===== config.mk =====
export PLATFORM = sky130hd
export DESIGN_NAME = rx_frontend_ctrl
export DESIGN_NICKNAME = d
export VERILOG_FILES = /design/src/rtl/rx_frontend_pkg.sv /design/src/rtl/rx_frontend_ctrl.sv /design/src/rtl/agc_tracker.sv
export SDC_FILE = /design/constraint.sdc
export NUM_CORES = 1
export LEC_CHECK = 0
export BUFFER_PORTS_ARGS = -buffer_cell sky130_fd_sc_hd__buf_2
export CORE_MARGIN = 1
export CORE_UTILIZATION = 50
export DETAILED_ROUTE_END_ITERATION = 8
export PLACE_DENSITY_LB_ADDON = 0.08
export SLEW_MARGIN = 20
export SYNTH_ARGS = -nofsm -noshare
export SYNTH_HDL_FRONTEND = slang
export SYNTH_SLANG_ARGS = --single-unit
export TNS_END_PERCENT = 100

===== constraint.sdc =====
create_clock -name CLK -period 2.76 [get_ports CLK]
set_input_delay 0.414 -clock CLK [delete_from_list [all_inputs] [get_ports CLK]]
set_output_delay 0.414 -clock CLK [all_outputs]
set_load 0.02 [all_outputs]

===== src/rtl/rx_frontend_pkg.sv =====
// Constants, types and field layout for the receiver front-end control
//
// Operation
// - By default first input feeds main receiver, second feeds auxiliary.
// - Swap bit set: first input to auxiliary, second input to main.
// - Only main path drives the digitizer; auxiliary path only monitors level.
// - Capture main and auxiliary levels of a response together in level register.
// - Gain control loop runs only while its enable bit is one.
// - Active loop watches input level, adds reduction when at or above threshold.
// - Without override, gain freezes after 16 subcarrier edges for the packet.
// - Override bit set keeps gain control active for whole reception.
// - Gain reduction only increases during its enable period, tracking the peak.
// - Accumulated gain reduction clears at every receive frame start.
// - Protocol write loads filter presets; software may then fine-tune.
// - Tuning bits 7 to 4 choose the four pass bands.
// - Highest-rate band bit also lowers receive gain by seven decibels.
// - All band bits zero selects default band 240 kHz to 1.4 MHz.
// - Tuning bits 3:2 set digitizer reduction: none, 5, 10, 15 dB.
// - Tuning bit 1 picks threshold: five or three times minimum level.
package rx_frontend_pkg;

  // ==========================================================
  // Bus and register map
  localparam int          ADDR_W          = 12;
  localparam int          DATA_W          = 32;
  localparam int          REG_W           = 8;
  localparam logic [9:0]  IDX_CHIP_STATUS = 10'h000;
  localparam logic [9:0]  IDX_PROTOCOL    = 10'h001;
  localparam logic [9:0]  IDX_TUNING      = 10'h00a;
  localparam logic [9:0]  IDX_LEVEL       = 10'h00f;

  // ==========================================================
  // Field positions
  localparam int CS_AGC_EN_BIT   = 2;
  localparam int CS_SWAP_BIT     = 3;
  localparam int TUNE_FREEZE_BIT = 0;
  localparam int TUNE_THR_BIT    = 1;
  localparam int TUNE_GAIN_LSB   = 2;
  localparam int TUNE_BAND_LSB   = 4;
  localparam int BAND_HIGH_RATE  = 0;
  localparam int BAND_W          = 4;
  localparam int LEVEL_W         = 3;

  // ==========================================================
  // Reset values
  localparam logic [REG_W-1:0] CS_RESET     = 8'h00;
  localparam logic [REG_W-1:0] PROTO_RESET  = 8'h00;
  localparam logic [REG_W-1:0] TUNING_RESET = 8'h00;

  // ==========================================================
  // Gain control figures
  localparam logic [4:0]         FREEZE_EDGES = 5'h10;
  localparam logic [LEVEL_W:0]   THR_5X       = 4'h5;
  localparam logic [LEVEL_W:0]   THR_3X       = 4'h3;
  localparam logic [LEVEL_W-1:0] AGC_MAX      = 3'h7;

  // ==========================================================
  // Protocol codes and their tuning presets
  localparam logic [3:0]       PROTO_A_106   = 4'h8;
  localparam logic [3:0]       PROTO_B_848   = 4'hf;
  localparam logic [3:0]       PROTO_F_212   = 4'ha;
  localparam logic [REG_W-1:0] PRESET_A_106  = 8'h20;
  localparam logic [REG_W-1:0] PRESET_B_848  = 8'h10;
  localparam logic [REG_W-1:0] PRESET_F_212  = 8'h80;
  localparam logic [REG_W-1:0] PRESET_OTHER  = 8'h00;

  // ==========================================================
  // Types
  typedef struct packed {
    logic [ADDR_W-1:0] paddr;
    logic              psel;
    logic              penable;
    logic              pwrite;
    logic [DATA_W-1:0] pwdata;
  } apb_req_t;

  typedef struct packed {
    logic [LEVEL_W-1:0] aux_lvl;
    logic [LEVEL_W-1:0] main_lvl;
  } level_pair_t;

  typedef enum logic [1:0] {
    AGC_IDLE  = 2'b00,
    AGC_TRACK = 2'b01,
    AGC_HOLD  = 2'b11
  } agc_state_t;

endpackage : rx_frontend_pkg


===== src/rtl/rx_frontend_ctrl.sv =====
// Receiver front-end control: input routing, filters, gain, level capture
//
// Design decision made here: the APB slave port.
`timescale 1ns/1ps
`default_nettype none
module rx_frontend_ctrl
  import rx_frontend_pkg::*;
(
  input  wire logic                         CLK,
  input  wire logic                         RESET,
  input  wire logic                         CE,
  // APB slave
  input  wire rx_frontend_pkg::apb_req_t    APB_REQ,
  output logic [rx_frontend_pkg::DATA_W-1:0] PRDATA,
  output logic                              PREADY,
  output logic                              PSLVERR,
  // Digitized envelopes from the two antenna inputs
  input  wire logic                         FIRST_RF_INPUT,
  input  wire logic                         SECOND_RF_INPUT,
  // Peak level codes measured on each receiver path
  input  wire logic [rx_frontend_pkg::LEVEL_W-1:0] MAIN_PATH_LEVEL,
  input  wire logic [rx_frontend_pkg::LEVEL_W-1:0] AUX_PATH_LEVEL,
  // Frame framing from the digital receiver, same clock
  input  wire logic                         RX_FRAME_START,
  input  wire logic                         RX_FRAME_END,
  // Routed receiver paths
  output logic                              MAIN_RX,
  output logic                              AUX_RX,
  output logic                              DIGITIZER_IN,
  // Analog controls
  output logic [rx_frontend_pkg::BAND_W-1:0] BAND_SELECT,
  output logic                              DEFAULT_BAND,
  output logic                              HIGH_RATE_GAIN_CUT,
  output logic [1:0]                        DIGITIZER_GAIN_CUT,
  output logic                              AGC_THRESHOLD_LOW,
  output logic [rx_frontend_pkg::LEVEL_W-1:0] AGC_REDUCTION,
  output logic                              AGC_FROZEN
);

  // ==========================================================
  // Declarations
  localparam int SYNC_W = 2 + 2 * LEVEL_W;

  // Register images
  logic [REG_W-1:0]  chip_status;
  logic [REG_W-1:0]  protocol;
  logic [REG_W-1:0]  tuning;
  level_pair_t       level_store;

  // Synchroniser lanes
  logic [SYNC_W-1:0] pin_raw;
  logic [SYNC_W-1:0] sync_a;
  logic [SYNC_W-1:0] sync_b;
  logic [SYNC_W-1:0] sync_c;
  logic [SYNC_W-1:0] pin_clean;

  // Clean input views
  logic              first_in;
  logic              second_in;
  logic [LEVEL_W-1:0] main_level;
  logic [LEVEL_W-1:0] aux_level;

  // Register field views
  logic              swap;
  logic              agc_enable;
  logic              freeze_off;
  logic              thr_low;
  logic [1:0]        gain_cut;
  logic [BAND_W-1:0] band_bits;

  // Routing and gain links
  logic              main_sel;
  logic              aux_sel;
  logic [LEVEL_W:0]  threshold;
  logic              level_high;
  logic [LEVEL_W-1:0] agc_level;
  logic              agc_hold;

  // Bus decode
  logic              setup;
  logic              access;
  logic              wr_en;
  logic [9:0]        reg_index;
  logic              addr_ok;
  logic              hit_status;
  logic              hit_protocol;
  logic              hit_tuning;
  logic              hit_level;
  logic [REG_W-1:0]  wdata;
  logic [REG_W-1:0]  next_rdata;
  logic              next_err;
  logic              err;

  // ==========================================================
  // Preset lookup: protocol code to default tuning byte
  // Unknown codes give the default band
  function automatic logic [REG_W-1:0] preset_for(input logic [3:0] code);
    logic [REG_W-1:0] value;
    value = PRESET_OTHER;
    unique case (code)
      PROTO_A_106: value = PRESET_A_106;
      PROTO_B_848: value = PRESET_B_848;
      PROTO_F_212: value = PRESET_F_212;
      default:     value = PRESET_OTHER;
    endcase
    return value;
  endfunction : preset_for

  // ==========================================================
  // Pin synchronisers
  // Pins and level codes come from the analog side, so each bit passes
  // three flops; the clean value only moves when the last two agree.
  // A multi-bit level code can still be caught mid-change for one
  // cycle; levels are peak-held, so the next agreeing sample is right.
  // The agreement stage also drops one-cycle glitches.
  assign pin_raw = {AUX_PATH_LEVEL, MAIN_PATH_LEVEL, SECOND_RF_INPUT, FIRST_RF_INPUT};

  generate
    for (genvar i = 0; i < SYNC_W; i++)
    begin : g_sync
      // Stage chain; first stage feeds only the second
      always_ff @(posedge CLK)
      begin
        if (RESET)
        begin
          sync_a[i] <= 1'b0;
          sync_b[i] <= 1'b0;
          sync_c[i] <= 1'b0;
        end
        else if (CE)
        begin
          sync_a[i] <= pin_raw[i];
          sync_b[i] <= sync_a[i];
          sync_c[i] <= sync_b[i];
        end
      end

      // Agreement filter
      // Holds while the stages differ
      always_ff @(posedge CLK)
      begin
        if (RESET)
          pin_clean[i] <= 1'b0;
        else if (CE && sync_b[i] == sync_c[i])
          pin_clean[i] <= sync_c[i];
      end
    end
  endgenerate

  // Lane order follows pin_raw
  assign first_in   = pin_clean[0];
  assign second_in  = pin_clean[1];
  assign main_level = pin_clean[2 +: LEVEL_W];
  assign aux_level  = pin_clean[2 + LEVEL_W +: LEVEL_W];

  // ==========================================================
  // Register fields
  // Fixed positions from the package
  assign swap       = chip_status[CS_SWAP_BIT];
  assign agc_enable = chip_status[CS_AGC_EN_BIT];
  assign freeze_off = tuning[TUNE_FREEZE_BIT];
  assign thr_low    = tuning[TUNE_THR_BIT];
  assign gain_cut   = tuning[TUNE_GAIN_LSB +: 2];
  assign band_bits  = tuning[TUNE_BAND_LSB +: BAND_W];

  // ==========================================================
  // APB decode
  // Zero wait states: the access phase always completes
  assign setup     = APB_REQ.psel && !APB_REQ.penable;
  assign access    = APB_REQ.psel && APB_REQ.penable;
  assign reg_index = APB_REQ.paddr[ADDR_W-1:2];
  assign addr_ok   = (APB_REQ.paddr[1:0] == 2'b00);
  assign wdata     = APB_REQ.pwdata[REG_W-1:0];

  // Misaligned addresses hit nothing
  assign hit_status   = addr_ok && reg_index == IDX_CHIP_STATUS;
  assign hit_protocol = addr_ok && reg_index == IDX_PROTOCOL;
  assign hit_tuning   = addr_ok && reg_index == IDX_TUNING;
  assign hit_level    = addr_ok && reg_index == IDX_LEVEL;

  // Writes land only at the completing edge; level register is read-only
  // CE low drops writes; PREADY still answers
  assign wr_en = access && APB_REQ.pwrite && CE;

  // Read mux, unmapped addresses answer zero with an error
  always_comb
  begin
    next_rdata = '0;
    next_err   = 1'b0;
    if (hit_status)
      next_rdata = chip_status;
    else if (hit_protocol)
      next_rdata = protocol;
    else if (hit_tuning)
      next_rdata = tuning;
    else if (hit_level)
    begin
      next_rdata = {2'b00, level_store};
      // Read-only: writes here are refused
      next_err   = APB_REQ.pwrite;
    end
    else
      next_err = 1'b1;
  end

  // Answer registered in the setup cycle, presented in the access cycle
  // Write transfers read back zero
  always_ff @(posedge CLK)
  begin
    if (RESET)
    begin
      PRDATA <= '0;
      err    <= 1'b0;
    end
    else if (CE && setup)
    begin
      PRDATA <= APB_REQ.pwrite ? '0 : {{(DATA_W-REG_W){1'b0}}, next_rdata};
      err    <= next_err;
    end
  end

  // Handshake outputs are combinational
  assign PREADY  = access;
  assign PSLVERR = access && err;

  // ==========================================================
  // Chip status: swap and gain control enable clear at reset
  // Other bits are stored but unused here
  always_ff @(posedge CLK)
  begin
    if (RESET)
      chip_status <= CS_RESET;
    else if (wr_en && hit_status)
      chip_status <= wdata;
  end

  // Protocol selection
  // Low nibble picks the preset
  always_ff @(posedge CLK)
  begin
    if (RESET)
      protocol <= PROTO_RESET;
    else if (wr_en && hit_protocol)
      protocol <= wdata;
  end

  // Tuning: a protocol write reloads the preset, a later direct
  // write overrides it, so fine-tuning must follow the protocol write
  always_ff @(posedge CLK)
  begin
    if (RESET)
      tuning <= TUNING_RESET;
    else if (wr_en && hit_protocol)
      tuning <= preset_for(wdata[3:0]);
    else if (wr_en && hit_tuning)
      tuning <= wdata;
  end

  // ==========================================================
  // Level capture
  // Both paths are latched together when a response ends, so software
  // always compares a matched pair when choosing the routing
  // Not cleared by a read
  always_ff @(posedge CLK)
  begin
    if (RESET)
      level_store <= '0;
    else if (CE && RX_FRAME_END)
      level_store <= '{aux_lvl: aux_level, main_lvl: main_level};
  end

  // ==========================================================
  // Input routing
  // Swap moves both paths at one edge
  assign main_sel = swap ? second_in : first_in;
  assign aux_sel  = swap ? first_in : second_in;

  // Routed paths registered; the digitizer sees only the main path
  always_ff @(posedge CLK)
  begin
    if (RESET)
    begin
      MAIN_RX      <= 1'b0;
      AUX_RX       <= 1'b0;
      DIGITIZER_IN <= 1'b0;
    end
    else if (CE)
    begin
      MAIN_RX      <= main_sel;
      AUX_RX       <= aux_sel;
      DIGITIZER_IN <= main_sel;
    end
  end

  // ==========================================================
  // Gain control threshold
  // Threshold sits at a multiple of the minimum digitizing level, which
  // itself moves up with the digitizer reduction step
  // A level equal to the threshold counts
  assign threshold  = (thr_low ? THR_3X : THR_5X) + {2'b00, gain_cut};
  assign level_high = {1'b0, main_level} >= threshold;


  // Edges counted on the routed main path
  agc_tracker u_agc
  (
    .clk         (CLK),
    .reset       (RESET),
    .ce          (CE),
    .enable      (agc_enable),
    .freeze_off  (freeze_off),
    .frame_start (RX_FRAME_START),
    .subcarrier  (main_sel),
    .level_high  (level_high),
    .reduction   (agc_level),
    .frozen      (agc_hold)
  );

  // ==========================================================
  // Analog control outputs
  // Registered, so no decode glitch reaches the analog side
  always_ff @(posedge CLK)
  begin
    if (RESET)
    begin
      BAND_SELECT        <= '0;
      DEFAULT_BAND       <= 1'b1;
      HIGH_RATE_GAIN_CUT <= 1'b0;
      DIGITIZER_GAIN_CUT <= 2'b00;
      AGC_THRESHOLD_LOW  <= 1'b0;
      AGC_REDUCTION      <= '0;
      AGC_FROZEN         <= 1'b0;
    end
    else if (CE)
    begin
      BAND_SELECT        <= band_bits;
      DEFAULT_BAND       <= (band_bits == '0);
      HIGH_RATE_GAIN_CUT <= band_bits[BAND_HIGH_RATE];
      DIGITIZER_GAIN_CUT <= gain_cut;
      AGC_THRESHOLD_LOW  <= thr_low;
      AGC_REDUCTION      <= agc_level;
      AGC_FROZEN         <= agc_hold;
    end
  end

endmodule : rx_frontend_ctrl
`default_nettype wire


===== src/rtl/agc_tracker.sv =====
// Gain control sequencer: peak tracking, freeze after subcarrier edges
`timescale 1ns/1ps
`default_nettype none
module agc_tracker
  import rx_frontend_pkg::*;
(
  input  wire logic               clk,
  input  wire logic               reset,
  input  wire logic               ce,
  input  wire logic               enable,
  input  wire logic               freeze_off,
  input  wire logic               frame_start,
  input  wire logic               subcarrier,
  input  wire logic               level_high,
  output logic [LEVEL_W-1:0]      reduction,
  output logic                    frozen
);

  agc_state_t       state;
  logic [4:0]       edges;
  logic             sub_prev;
  logic             sub_edge;

  // Both edges of the subcarrier count
  assign sub_edge = subcarrier ^ sub_prev;
  assign frozen   = (state == AGC_HOLD);

  // ==========================================================
  // Sequencer
  always_ff @(posedge clk)
  begin
    if (reset)
      state <= AGC_IDLE;
    else if (ce)
    begin
      unique case (state)
        AGC_IDLE:
          if (enable)
            state <= AGC_TRACK;
        AGC_TRACK:
          if (!enable)
            state <= AGC_IDLE;
          else if (!freeze_off && sub_edge && edges == FREEZE_EDGES - 5'h1)
            state <= AGC_HOLD;
        AGC_HOLD:
          if (!enable)
            state <= AGC_IDLE;
          else if (frame_start || freeze_off)
            state <= AGC_TRACK;
      endcase
    end
  end

  // Edge counter restarts with each frame; saturates at the freeze count
  always_ff @(posedge clk)
  begin
    if (reset)
    begin
      edges    <= 5'h00;
      sub_prev <= 1'b0; // Idle level of the routed input, so no false edge
    end
    else if (ce)
    begin
      sub_prev <= subcarrier;
      if (frame_start)
        edges <= 5'h00;
      else if (sub_edge && edges != FREEZE_EDGES)
        edges <= edges + 5'h01;
    end
  end

  // Reduction only climbs while tracking; frame start wins over a step
  always_ff @(posedge clk)
  begin
    if (reset)
      reduction <= '0;
    else if (ce)
    begin
      if (frame_start || state == AGC_IDLE)
        reduction <= '0;
      else if (state == AGC_TRACK && level_high && reduction != AGC_MAX)
        reduction <= reduction + 3'h1;
    end
  end

endmodule : agc_tracker
`default_nettype wire


# == Word level (Yosys, flattened, before mapping) ==
# Index checks and enable logic that the tools add are counted.
# totals
in_bits,60
ram_bits,0
output_inout_bits,50
regBits,120
word_cells,144
mem_bits_ro,0
latchBits,0
n_memories,0
# classes
n_reduce_logical,41
n_mul,0
bitwise,1
n_div,0
eq_ne,22
addsub,3
order_cmp,1
shift,0
mux,25
# ops
operator,count
8-bit two-way mux,6
1-bit logical AND,27
8-bit case mux with 3 select lines,1
"10-bit by 4-bit == test with 1-bit output, second input constant",2
"4-bit == test, second input constant",3
"10-bit by 1-bit == test with 1-bit output, second input constant",1
10-bit logical NOT,1
2-bit two-way mux,5
5-bit two-way mux,2
3-bit two-way mux,3
1-bit == test,8
1-bit two-way mux,6
6-bit two-way mux,1
"3-bit by 2-bit != test with 1-bit output, second input constant",2
2-bit case mux with 3 select lines,1
2-bit nonzero test,3
"5-bit by 1-bit adder with 5-bit output, second input constant",1
"5-bit by 4-bit == test with 1-bit output, second input constant",1
"5-bit != test, second input constant",1
3-bit by 2-bit adder with 4-bit output,1
3-bit by 4-bit greater-or-equal comparator with 1-bit output,1
2-bit logical NOT,2
4-bit logical NOT,1
2-bit AND reduction,2
other kinds (9),11

# == Logic depth before layout (Yosys ltp) ==
# Gate-level depths: netlist of run 1.
# depth
ltp_word,7
mapped_depth,8

# == Hierarchy ==
# Synthesis of run 1 repeated with hierarchy kept, for this count alone.
# hier_totals
hier_cells,513
hier_area_um2,4485.6
# modules_own_cells
module,cells_per_inst,instances,area_per_inst_um2
rx_frontend_ctrl,449,1,3888.7
agc_tracker,64,1,596.8

# == Worst setup path before layout of run 1 ==
# No wires, ideal clock.
# synth_path
path_type,input-to-reg
from,input APB_REQ[42] (netlist bit)
to,register chip_status[0]
path_buffers,1
required_time_ns,2.632
stages,6
t_arrival_ns,2.131
slack_ns,0.502
setup_time_ns,0.128
cell_sequence,or4_4 or2_1 buf_6 nor4_4 mux2i_1 nor2_1
# synth_between
elab_chain_len,3
# synth_rtl
item,line,rtl
"start, declared",rx_frontend_ctrl.sv:13,"input wire rx_frontend_pkg::apb_req_t APB_REQ,"
10-bit logical NOT,rx_frontend_ctrl.sv:176,assign hit_status = addr_ok && reg_index == IDX_CHIP_STATUS;
1-bit logical AND,rx_frontend_ctrl.sv:176,
1-bit logical AND,rx_frontend_ctrl.sv:233,else if (wr_en && hit_status)
"end signal, assigned",rx_frontend_ctrl.sv:234,chip_status <= wdata;
"end, declared",rx_frontend_ctrl.sv:45,logic [REG_W-1:0] chip_status;
# Every way passes these cells.
# A chain may end at the register's enable or synchronous reset.

# == Final worst setup path of run 1 ==
# layout_path
from,register tuning[1]
to,register u_agc.reduction[1]
# layout_between
elab_chain_len,7
# layout_rtl
item,line,rtl
"start, declared",rx_frontend_ctrl.sv:47,logic [REG_W-1:0] tuning;
"start signal, assigned",rx_frontend_ctrl.sv:254,tuning <= preset_for(wdata[3:0]);
"start signal, assigned",rx_frontend_ctrl.sv:256,tuning <= wdata;
3-bit two-way mux,rx_frontend_ctrl.sv:300,"assign threshold = (thr_low ? THR_3X : THR_5X) + {2'b00, gain_cut};"
3-bit by 2-bit adder with 4-bit output,rx_frontend_ctrl.sv:300,
3-bit by 4-bit greater-or-equal comparator with 1-bit output,rx_frontend_ctrl.sv:301,"assign level_high = {1'b0, main_level} >= threshold;"
1-bit logical AND (2 in series),agc_tracker.sv:81,else if (state == AGC_TRACK && level_high && reduction != AGC_MAX)
2-bit nonzero test (no source line),-,
2-bit AND reduction (no source line),-,
"end signal, assigned",agc_tracker.sv:82,reduction <= reduction + 3'h1;
"end, declared",agc_tracker.sv:15,"output logic [LEVEL_W-1:0] reduction,"
# Every way passes these cells.

==> run_summary.xml, run 1 <==
<?xml version="1.0" encoding="UTF-8"?>
<metrics>
  <group name="critical_path">
    <metric name="timing.critical_path.arrival" unit="ns">2.62</metric>
    <metric name="critPathSlowestCell" unit="">fa_1</metric>
    <metric name="timing.critical_path.slowest_cell_delay" unit="ns">0.46</metric>
    <metric name="timing.critical_path.from_type" unit="">flop</metric>
    <metric name="beginning_of_the_critical_path" unit="">tuning[1]</metric>
    <metric name="critical_path.max_fanout" unit="">7</metric>
    <metric name="crit-reg2reg-launch" unit="">tuning[1]</metric>
    <metric name="worst_setup_path_end_kind" unit="">flop</metric>
    <metric name="chain_of_cells_forming_the_critical_path" unit="">fa_1 &gt; xor2_1 &gt; ha_1 &gt; a21oi_1 &gt; o21ai_0 &gt; and4_1 &gt; o31a_1 &gt; o21ai_0</metric>
    <metric name="cp_num_buf_inv" unit="">0</metric>
    <metric name="cp_top_family" unit="">adder cells</metric>
    <metric name="timing.setup.critical_path_class" unit="">reg2reg</metric>
    <metric name="crit_required" unit="ns">3.03</metric>
    <metric name="cell_type_with_the_highest_occurrence_count_on_the_critical_path" unit="">o21ai_0</metric>
  </group>
  <group name="worst_hold_path">
    <metric name="min-delay-path-class" unit="">in2reg</metric>
    <metric name="min-delay-start" unit="">AUX_PATH_LEVEL[2]</metric>
  </group>
  <group name="detailed_routing">
    <metric name="vias" unit="">3521</metric>
    <metric name="detail_route.vias_per_cell" unit="">5.33</metric>
    <metric name="drt_pre_antenna_iters" unit="">5</metric>
    <metric name="wirelength" unit="um">9270</metric>
    <metric name="ant_nets" unit="">0</metric>
    <metric name="drt_iter0_drc" unit="">136</metric>
    <metric name="route.detailed.wl_per_inst" unit="um">14.0</metric>
    <metric name="drc_errors" unit="">0</metric>
  </group>
  <group name="layout">
    <metric name="mostFrequentLayoutCell" unit="">dfxtp_1</metric>
    <metric name="syn2layout_area_growth" unit="%">12.7</metric>
    <metric name="diodes" unit="">0</metric>
    <metric name="fin_nets" unit="">623</metric>
    <metric name="fillers" unit="">786</metric>
    <metric name="most-common-layout-cells" unit="">dfxtp_1, nor2_1, buf_2, mux2i_1, nand2_1</metric>
    <metric name="core_util_final" unit="">0.591</metric>
    <metric name="final_layout_size_suffix_gt1_frac" unit="">0.173</metric>
    <metric name="stdcell_area" unit="mm^2">0.00493</metric>
  </group>
  <group name="power_and_ir_drop">
    <metric name="power.share.switching" unit="">0.238</metric>
    <metric name="clockPowerShare" unit="">0.397</metric>
    <metric name="share_comb_of_total_power" unit="">0.073</metric>
    <metric name="seq_power_share" unit="">0.530</metric>
    <metric name="report.power.total" unit="W">0.00263</metric>
    <metric name="power-per-cell-area" unit="mW/mm^2">534</metric>
    <metric name="vdd.ir_drop.worst" unit="V">0.000374</metric>
    <metric name="switchingPower" unit="W">0.000627</metric>
    <metric name="internal-power" unit="W">0.00201</metric>
    <metric name="leakagePower" unit="nW">2.12</metric>
  </group>
  <group name="die">
    <metric name="floorplan.io_pins" unit="">110</metric>
    <metric name="core" unit="mm^2">0.00834</metric>
    <metric name="dieArea" unit="mm^2">0.00912</metric>
    <metric name="dieWidth" unit="um">95.5</metric>
    <metric name="rows" unit="">33</metric>
    <metric name="floorplan.initialDensity" unit="">0.524</metric>
    <metric name="die_height" unit="um">95.5</metric>
  </group>
  <group name="yosys">
    <metric name="synth-seq-area-share" unit="">0.435</metric>
    <metric name="synth_xor_area_frac" unit="">0.00801</metric>
    <metric name="simple_gate_portion_of_the_synthesized_area" unit="">0.191</metric>
    <metric name="yosys.area_share.adder" unit="">0.0332</metric>
    <metric name="main_combinational_cell_family_by_area_after_synthesis" unit="">simple AND/OR/NAND/NOR gates</metric>
    <metric name="number_of_enable_flip_flop_cells_after_synthesis" unit="">0</metric>
    <metric name="synth.top_cell.area_share" unit="">0.435</metric>
    <metric name="synth-main-ff-cell" unit="">dfxtp_1</metric>
    <metric name="post_synth.cell_area_avg" unit="um^2">8.83</metric>
    <metric name="synthArstFlopShare" unit="">0</metric>
    <metric name="synthCells" unit="">495</metric>
    <metric name="mappedNetlistArea" unit="mm^2">0.00437</metric>
    <metric name="yosysUniqueCellTypes" unit="">50</metric>
    <metric name="compound_cell_area_share_of_the_yosys_netlist" unit="">0.126</metric>
    <metric name="synthDominantAreaCellType" unit="">dfxtp_1</metric>
    <metric name="post_synth_main_area_contributors" unit="">dfxtp_1, mux2i_1, nor2_1, buf_4, a21oi_1</metric>
    <metric name="yosysWarningCount" unit="">0</metric>
    <metric name="yosys_register_bits" unit="">95</metric>
    <metric name="synth.area.mux_share" unit="">0.124</metric>
  </group>
  <group name="global_routing">
    <metric name="grt_pass1_vias" unit="">3178</metric>
    <metric name="antenna_found_initial" unit="">0</metric>
    <metric name="grt_max_degree" unit="">65</metric>
    <metric name="gr-usage-all-layers" unit="">0.216</metric>
    <metric name="grt_first_pass_wirelength" unit="um">15200</metric>
    <metric name="grt_remaining_overflow" unit="">0</metric>
  </group>
  <group name="clock_network">
    <metric name="cts_post_setup_buffers_inserted" unit="">0</metric>
    <metric name="htree_num_levels" unit="">3</metric>
    <metric name="ctsResizeCount" unit="">0</metric>
    <metric name="cts_buffer_depth" unit="">2</metric>
    <metric name="count_of_hold_buffers_inserted_by_post_cts_repair" unit="">0</metric>
    <metric name="clock_sinks" unit="">95</metric>
    <metric name="clk_latency" unit="ns">0.35</metric>
    <metric name="tritoncts" unit="">built</metric>
    <metric name="clkSlewWorstSetupHoldPaths" unit="ns">0.09</metric>
    <metric name="inserted_clock_buffers" unit="">9</metric>
    <metric name="root_buffer" unit="">clkbuf_8</metric>
  </group>
  <group name="timing">
    <metric name="timing.final.crit_share" unit="">0.851</metric>
    <metric name="timing.final.hold_violations" unit="">0</metric>
    <metric name="timing.final.max_slew_violations" unit="">0</metric>
    <metric name="max_freq" unit="MHz">426</metric>
    <metric name="rsz0062_at_grt" unit="">false</metric>
    <metric name="fin_tns_setup" unit="ns">0</metric>
    <metric name="slew_at_the_pin_closest_to_its_max_slew_limit" unit="ns">0.563</metric>
    <metric name="post-route-min-period" unit="ns">2.35</metric>
    <metric name="skew" unit="ns">0.0108</metric>
    <metric name="maxSlewHeadroom" unit="">0.623</metric>
    <metric name="count_of_endpoints_failing_setup_in_the_final_report" unit="">0</metric>
  </group>
  <group name="placement">
    <metric name="dpl.hpwl" unit="um">6570</metric>
    <metric name="port-buffer-count" unit="">61</metric>
    <metric name="dpl-instance-area" unit="mm^2">0.00470</metric>
    <metric name="gp_congestion" unit="">0.801</metric>
  </group>
  <group name="job">
    <metric name="timing.max_cap.violations" unit="">0</metric>
  </group>
  <group name="run_status">
    <metric name="status" unit="">finished, final reports clean</metric>
  </group>
</metrics>
## cell usage after synthesis (all sizes together), types with 3 or more instances
library cell	n
dfxtp	95
nor2	70
mux2i	53
nand2	35
a21oi	34
buf	30
o21ai	25
clkbuf	20
nand3	18
inv	17
ha	10
nand2b	9
a21o	7
nor4	7
a211oi	5
a221oi	5
or2	5
or3	5
nand4	4
nor3	4
nand3b	3
o31ai	3
or4	3
xor2	3
## cell type report
type / count / area [um^2] / area share
multi-input cells: 356 / 2200 / 0.446
flip-flops and latches: 95 / 1900 / 0.386
repair buffers: 73 / 408 / 0.0827
clock buffers: 11 / 151 / 0.0307
well taps: 105 / 131 / 0.0266
clock inverters: 4 / 76.3 / 0.0155
inverters: 17 / 63.8 / 0.0129
## final timing paths
path | depth (start not counted) | endpoint | slack [ns]
min reg2reg | 2 | PRDATA[0] | 0.45
min | 3 | sync_a[7] | 0.30
max | 8 | u_agc.reduction[1] | 0.41
max reg2reg | 8 | u_agc.reduction[1] | 0.41
## routing by layer
metal  vias up  global-route usage  routed length [um]
met1      1657               0.287                4310
met2        78               0.355                4490
li1       1780                   -                   -
met5         -                   0                   0
met4         0              0.0684                  68
met3         6              0.0399                 408
## worst register-to-register path: cells and delay by family, from the launching register on
kind / cells / cell delay [ns]
adder cells (fa/ha/maj): 2 / 0.76
AO/OA/AOI/OAI: 4 / 0.73
flip-flops: 1 / 0.40
AND/OR/NAND/NOR: 1 / 0.22
XOR/XNOR: 1 / 0.16
## power groups by stage
stage | Combinational [W] | Clock (W) | Sequential [W]
2_1_floorplan | 0.000156 | 0 | 0.00143
3_3_place_gp | 0.000191 | 0 | 0.00143
3_5_place_dp | 0.000193 | 0 | 0.00143
4_1_cts | 0.000194 | 0.00107 | 0.00140
5_1_grt | 0.000215 | 0.00113 | 0.00140
6_report | 0.000194 | 0.00105 | 0.00140
## sequential cells by signal (all words and copies together), names as in the netlist, 4 cells and up
register / cells
sync_a: 8
PRDATA: 8
u_agc.edges: 5
BAND_SELECT: 4
protocol: 8
tuning: 8
sync_b: 8
sync_c: 8
level_store: 6
chip_status: 8
## per-stage QoR
stage	setup slack (ns)	hold WS (ns)	instances
finish	0.412	0.295	661
floorplan	0.502	0.432	518
global placement	0.445	0.430	646
detailed placement	0.424	0.438	646
CTS	0.425	0.277	661
global route	0.233	0.293	661
## logic make-up (layout without fill, tap and decap cells)
group	count (synthesis)	count (layout)
simple gates	172	172
flops	95	95
compound gates	91	91
buf+inv	67	105
mux	54	54
fa+ha+maj	11	11
xor+xnor	4	4
other cells	1	24
No activity file was read; power rests on OpenSTA's default activity.
==> run 2: changes to the inputs <==
--- a/config.mk
+++ b/config.mk
@@ -5,10 +5,12 @@
 export SDC_FILE = /design/constraint.sdc
 export NUM_CORES = 1
 export LEC_CHECK = 0
-export BUFFER_PORTS_ARGS = -buffer_cell sky130_fd_sc_hd__buf_2
+export CELL_PAD_IN_SITES_DETAIL_PLACEMENT = 1
+export CELL_PAD_IN_SITES_GLOBAL_PLACEMENT = 2
 export CORE_MARGIN = 1
-export CORE_UTILIZATION = 50
+export CORE_UTILIZATION = 37
 export DETAILED_ROUTE_END_ITERATION = 8
+export DONT_BUFFER_PORTS = 1
 export PLACE_DENSITY_LB_ADDON = 0.08
 export SLEW_MARGIN = 20
 export SYNTH_ARGS = -nofsm -noshare
==> run 2 against run 1 <==
  * Worst setup slack improved by 0.071 ns
  * Sequential power barely moved
  * Maximum frequency rose by 3.1%
  * Die area rose by 34%
==> run_summary.xml, run 2 (synthesized netlist as in run 1, its figures left out) <==
<?xml version="1.0" encoding="UTF-8"?>
<metrics>
  <group name="run_status">
    <metric name="status" unit="">finished, final reports clean</metric>
  </group>
  <group name="placement">
    <metric name="gp_congestion" unit="">0.812</metric>
    <metric name="port-buffer-count" unit="">0</metric>
    <metric name="dpl.cell_count" unit="">621</metric>
    <metric name="dpl-instance-area" unit="mm^2">0.00442</metric>
    <metric name="dpl.hpwl" unit="um">7550</metric>
    <metric name="pre_cts_slack" unit="ns">0.404</metric>
  </group>
  <group name="die">
    <metric name="core" unit="mm^2">0.0115</metric>
    <metric name="rows" unit="">39</metric>
    <metric name="dieWidth" unit="um">111</metric>
    <metric name="die_height" unit="um">111</metric>
    <metric name="dieArea" unit="mm^2">0.0123</metric>
    <metric name="floorplan.io_pins" unit="">110</metric>
    <metric name="floorplan.initialDensity" unit="">0.381</metric>
  </group>
  <group name="detailed_routing">
    <metric name="route.detailed.wl_per_inst" unit="um">17.3</metric>
    <metric name="wirelength" unit="um">11000</metric>
    <metric name="drt_iter0_drc" unit="">152</metric>
    <metric name="ant_nets" unit="">0</metric>
    <metric name="drt_pre_antenna_iters" unit="">4</metric>
    <metric name="drc_errors" unit="">0</metric>
    <metric name="detail_route.vias_per_cell" unit="">5.35</metric>
    <metric name="vias" unit="">3405</metric>
  </group>
  <group name="timing">
    <metric name="timing.final.max_slew_violations" unit="">0</metric>
    <metric name="maxSlewHeadroom" unit="">0.475</metric>
    <metric name="timing.final.hold_violations" unit="">0</metric>
    <metric name="post-route-min-period" unit="ns">2.28</metric>
    <metric name="timing.final.crit_share" unit="">0.825</metric>
    <metric name="slew_at_the_pin_closest_to_its_max_slew_limit" unit="ns">0.785</metric>
    <metric name="max_freq" unit="MHz">439</metric>
    <metric name="timing.final.ws_setup" unit="ns">0.483</metric>
    <metric name="rsz0062_at_grt" unit="">false</metric>
    <metric name="skew" unit="ns">0.00811</metric>
    <metric name="fin_tns_setup" unit="ns">0</metric>
    <metric name="count_of_endpoints_failing_setup_in_the_final_report" unit="">0</metric>
  </group>
  <group name="layout">
    <metric name="stdcell_area" unit="mm^2">0.00474</metric>
    <metric name="mostFrequentLayoutCell" unit="">dfxtp_1</metric>
    <metric name="most-common-layout-cells" unit="">dfxtp_1, nor2_1, mux2i_1, nand2_1, a21oi_1</metric>
    <metric name="diodes" unit="">0</metric>
    <metric name="fin_nets" unit="">560</metric>
    <metric name="syn2layout_area_growth" unit="%">8.41</metric>
    <metric name="core_util_final" unit="">0.413</metric>
    <metric name="final_layout_size_suffix_gt1_frac" unit="">0.0668</metric>
    <metric name="fillers" unit="">1351</metric>
    <metric name="layout.cells.non_filler" unit="">637</metric>
  </group>
  <group name="critical_path">
    <metric name="critical_path.max_fanout" unit="">4</metric>
    <metric name="worst_r2r_endpoint" unit="">u_agc.reduction[0]</metric>
    <metric name="setup.reg_to_reg.worst_slack" unit="ns">0.48</metric>
    <metric name="timing.setup.critical_path_class" unit="">reg2reg</metric>
    <metric name="crit_required" unit="ns">3.04</metric>
    <metric name="timing.critical_path.arrival" unit="ns">2.55</metric>
    <metric name="worst_setup_path_end_kind" unit="">flop</metric>
    <metric name="timing.critical_path.from_type" unit="">flop</metric>
    <metric name="reg2regPathDepth" unit="">8</metric>
    <metric name="crit-reg2reg-launch" unit="">tuning[1]</metric>
  </group>
  <group name="clock_network">
    <metric name="ctsResizeCount" unit="">0</metric>
    <metric name="clkSlewWorstSetupHoldPaths" unit="ns">0.07</metric>
    <metric name="cts_buffer_depth" unit="">2</metric>
    <metric name="clock_sinks" unit="">95</metric>
    <metric name="htree_num_levels" unit="">3</metric>
    <metric name="cts_post_setup_buffers_inserted" unit="">0</metric>
    <metric name="inserted_clock_buffers" unit="">9</metric>
    <metric name="count_of_hold_buffers_inserted_by_post_cts_repair" unit="">0</metric>
    <metric name="root_buffer" unit="">clkbuf_16</metric>
    <metric name="clk_latency" unit="ns">0.35</metric>
    <metric name="tritoncts" unit="">built</metric>
  </group>
  <group name="global_routing">
    <metric name="grt_first_pass_wirelength" unit="um">18200</metric>
    <metric name="gr-usage-all-layers" unit="">0.189</metric>
    <metric name="grt_remaining_overflow" unit="">0</metric>
    <metric name="grt_pass1_vias" unit="">3476</metric>
    <metric name="grt_max_degree" unit="">93</metric>
    <metric name="antenna_found_initial" unit="">0</metric>
  </group>
  <group name="worst_hold_path">
    <metric name="min-delay-path-class" unit="">in2reg</metric>
    <metric name="holdPathEnd" unit="">BAND_SELECT[3]</metric>
    <metric name="min-delay-start" unit="">RESET</metric>
    <metric name="hold_depth" unit="">1</metric>
  </group>
  <group name="power_and_ir_drop">
    <metric name="power-per-cell-area" unit="mW/mm^2">606</metric>
    <metric name="leakagePower" unit="nW">1.88</metric>
    <metric name="vdd.ir_drop.worst" unit="V">0.000294</metric>
  </group>
  <group name="job">
    <metric name="timing.max_cap.violations" unit="">0</metric>
  </group>
</metrics>
-- run 2: cell types whose count changed in the layout (fill, tap and decap cells not counted), sizes merged --
cell and delta:
buf -63, clkinv +2, inv -1
-- run 2: through the flow --
step	hold WS, ns	total power, W
final	0.131	0.00287
after global routing	0.126	0.00297
after CTS	0.124	0.00291
after detailed placement	0.445	0.00154
after global placement	0.434	0.00153
after floorplan	0.432	0.00158
-- run 2: cell type report --
cell class | count | area, um^2 | share of cell area
timing repair buffer | 10 | 75.1 | 0.0158
multi-input combinational | 356 | 2200 | 0.463
clock buffer | 11 | 243 | 0.0512
clock inverter | 5 | 81.3 | 0.0172
inverter | 17 | 63.8 | 0.0135
tap | 143 | 179 | 0.0377
sequential | 95 | 1900 | 0.401
-- run 2: worst max-delay path by stage --
stage,start,endpoint,slack [ns],cells after the start
global route,tuning[1],u_agc.reduction[1],0.32,8
finish,tuning[1],u_agc.reduction[0],0.48,8
floorplan,APB_REQ[42],chip_status[0],0.50,6
detailed placement,APB_REQ[42],chip_status[6],0.40,6
global placement,APB_REQ[42],chip_status[1],0.44,6
CTS,tuning[1],u_agc.reduction[0],0.45,8
-- run 2: power breakdown --
part / switching, W / total (W) / internal, W
Sequential: 0.0000147 / 0.00140 / 0.00139
Combinational: 0.0000668 / 0.000105 / 0.0000385
Clock: 0.000547 / 0.00137 / 0.000819
Total: 0.000628 / 0.00287 / 0.00224
-- run 2: worst max-delay path, stage by stage, from the launching register on --
cell,delay [ns]
dfxtp_1,0.33
fa_1,0.43
xor2_1,0.16
ha_1,0.29
a21oi_1,0.14
o21ai_0,0.12
and4_1,0.24
o31a_1,0.32
o21ai_0,0.17
-- run 2: per-layer routing --
layer	vias up	global-route usage	part of all wire
met5	-	0	0
li1	1658	-	-
met3	18	0.0410	0.047
met2	87	0.309	0.48
met4	0	0.101	0.031
met1	1642	0.233	0.45
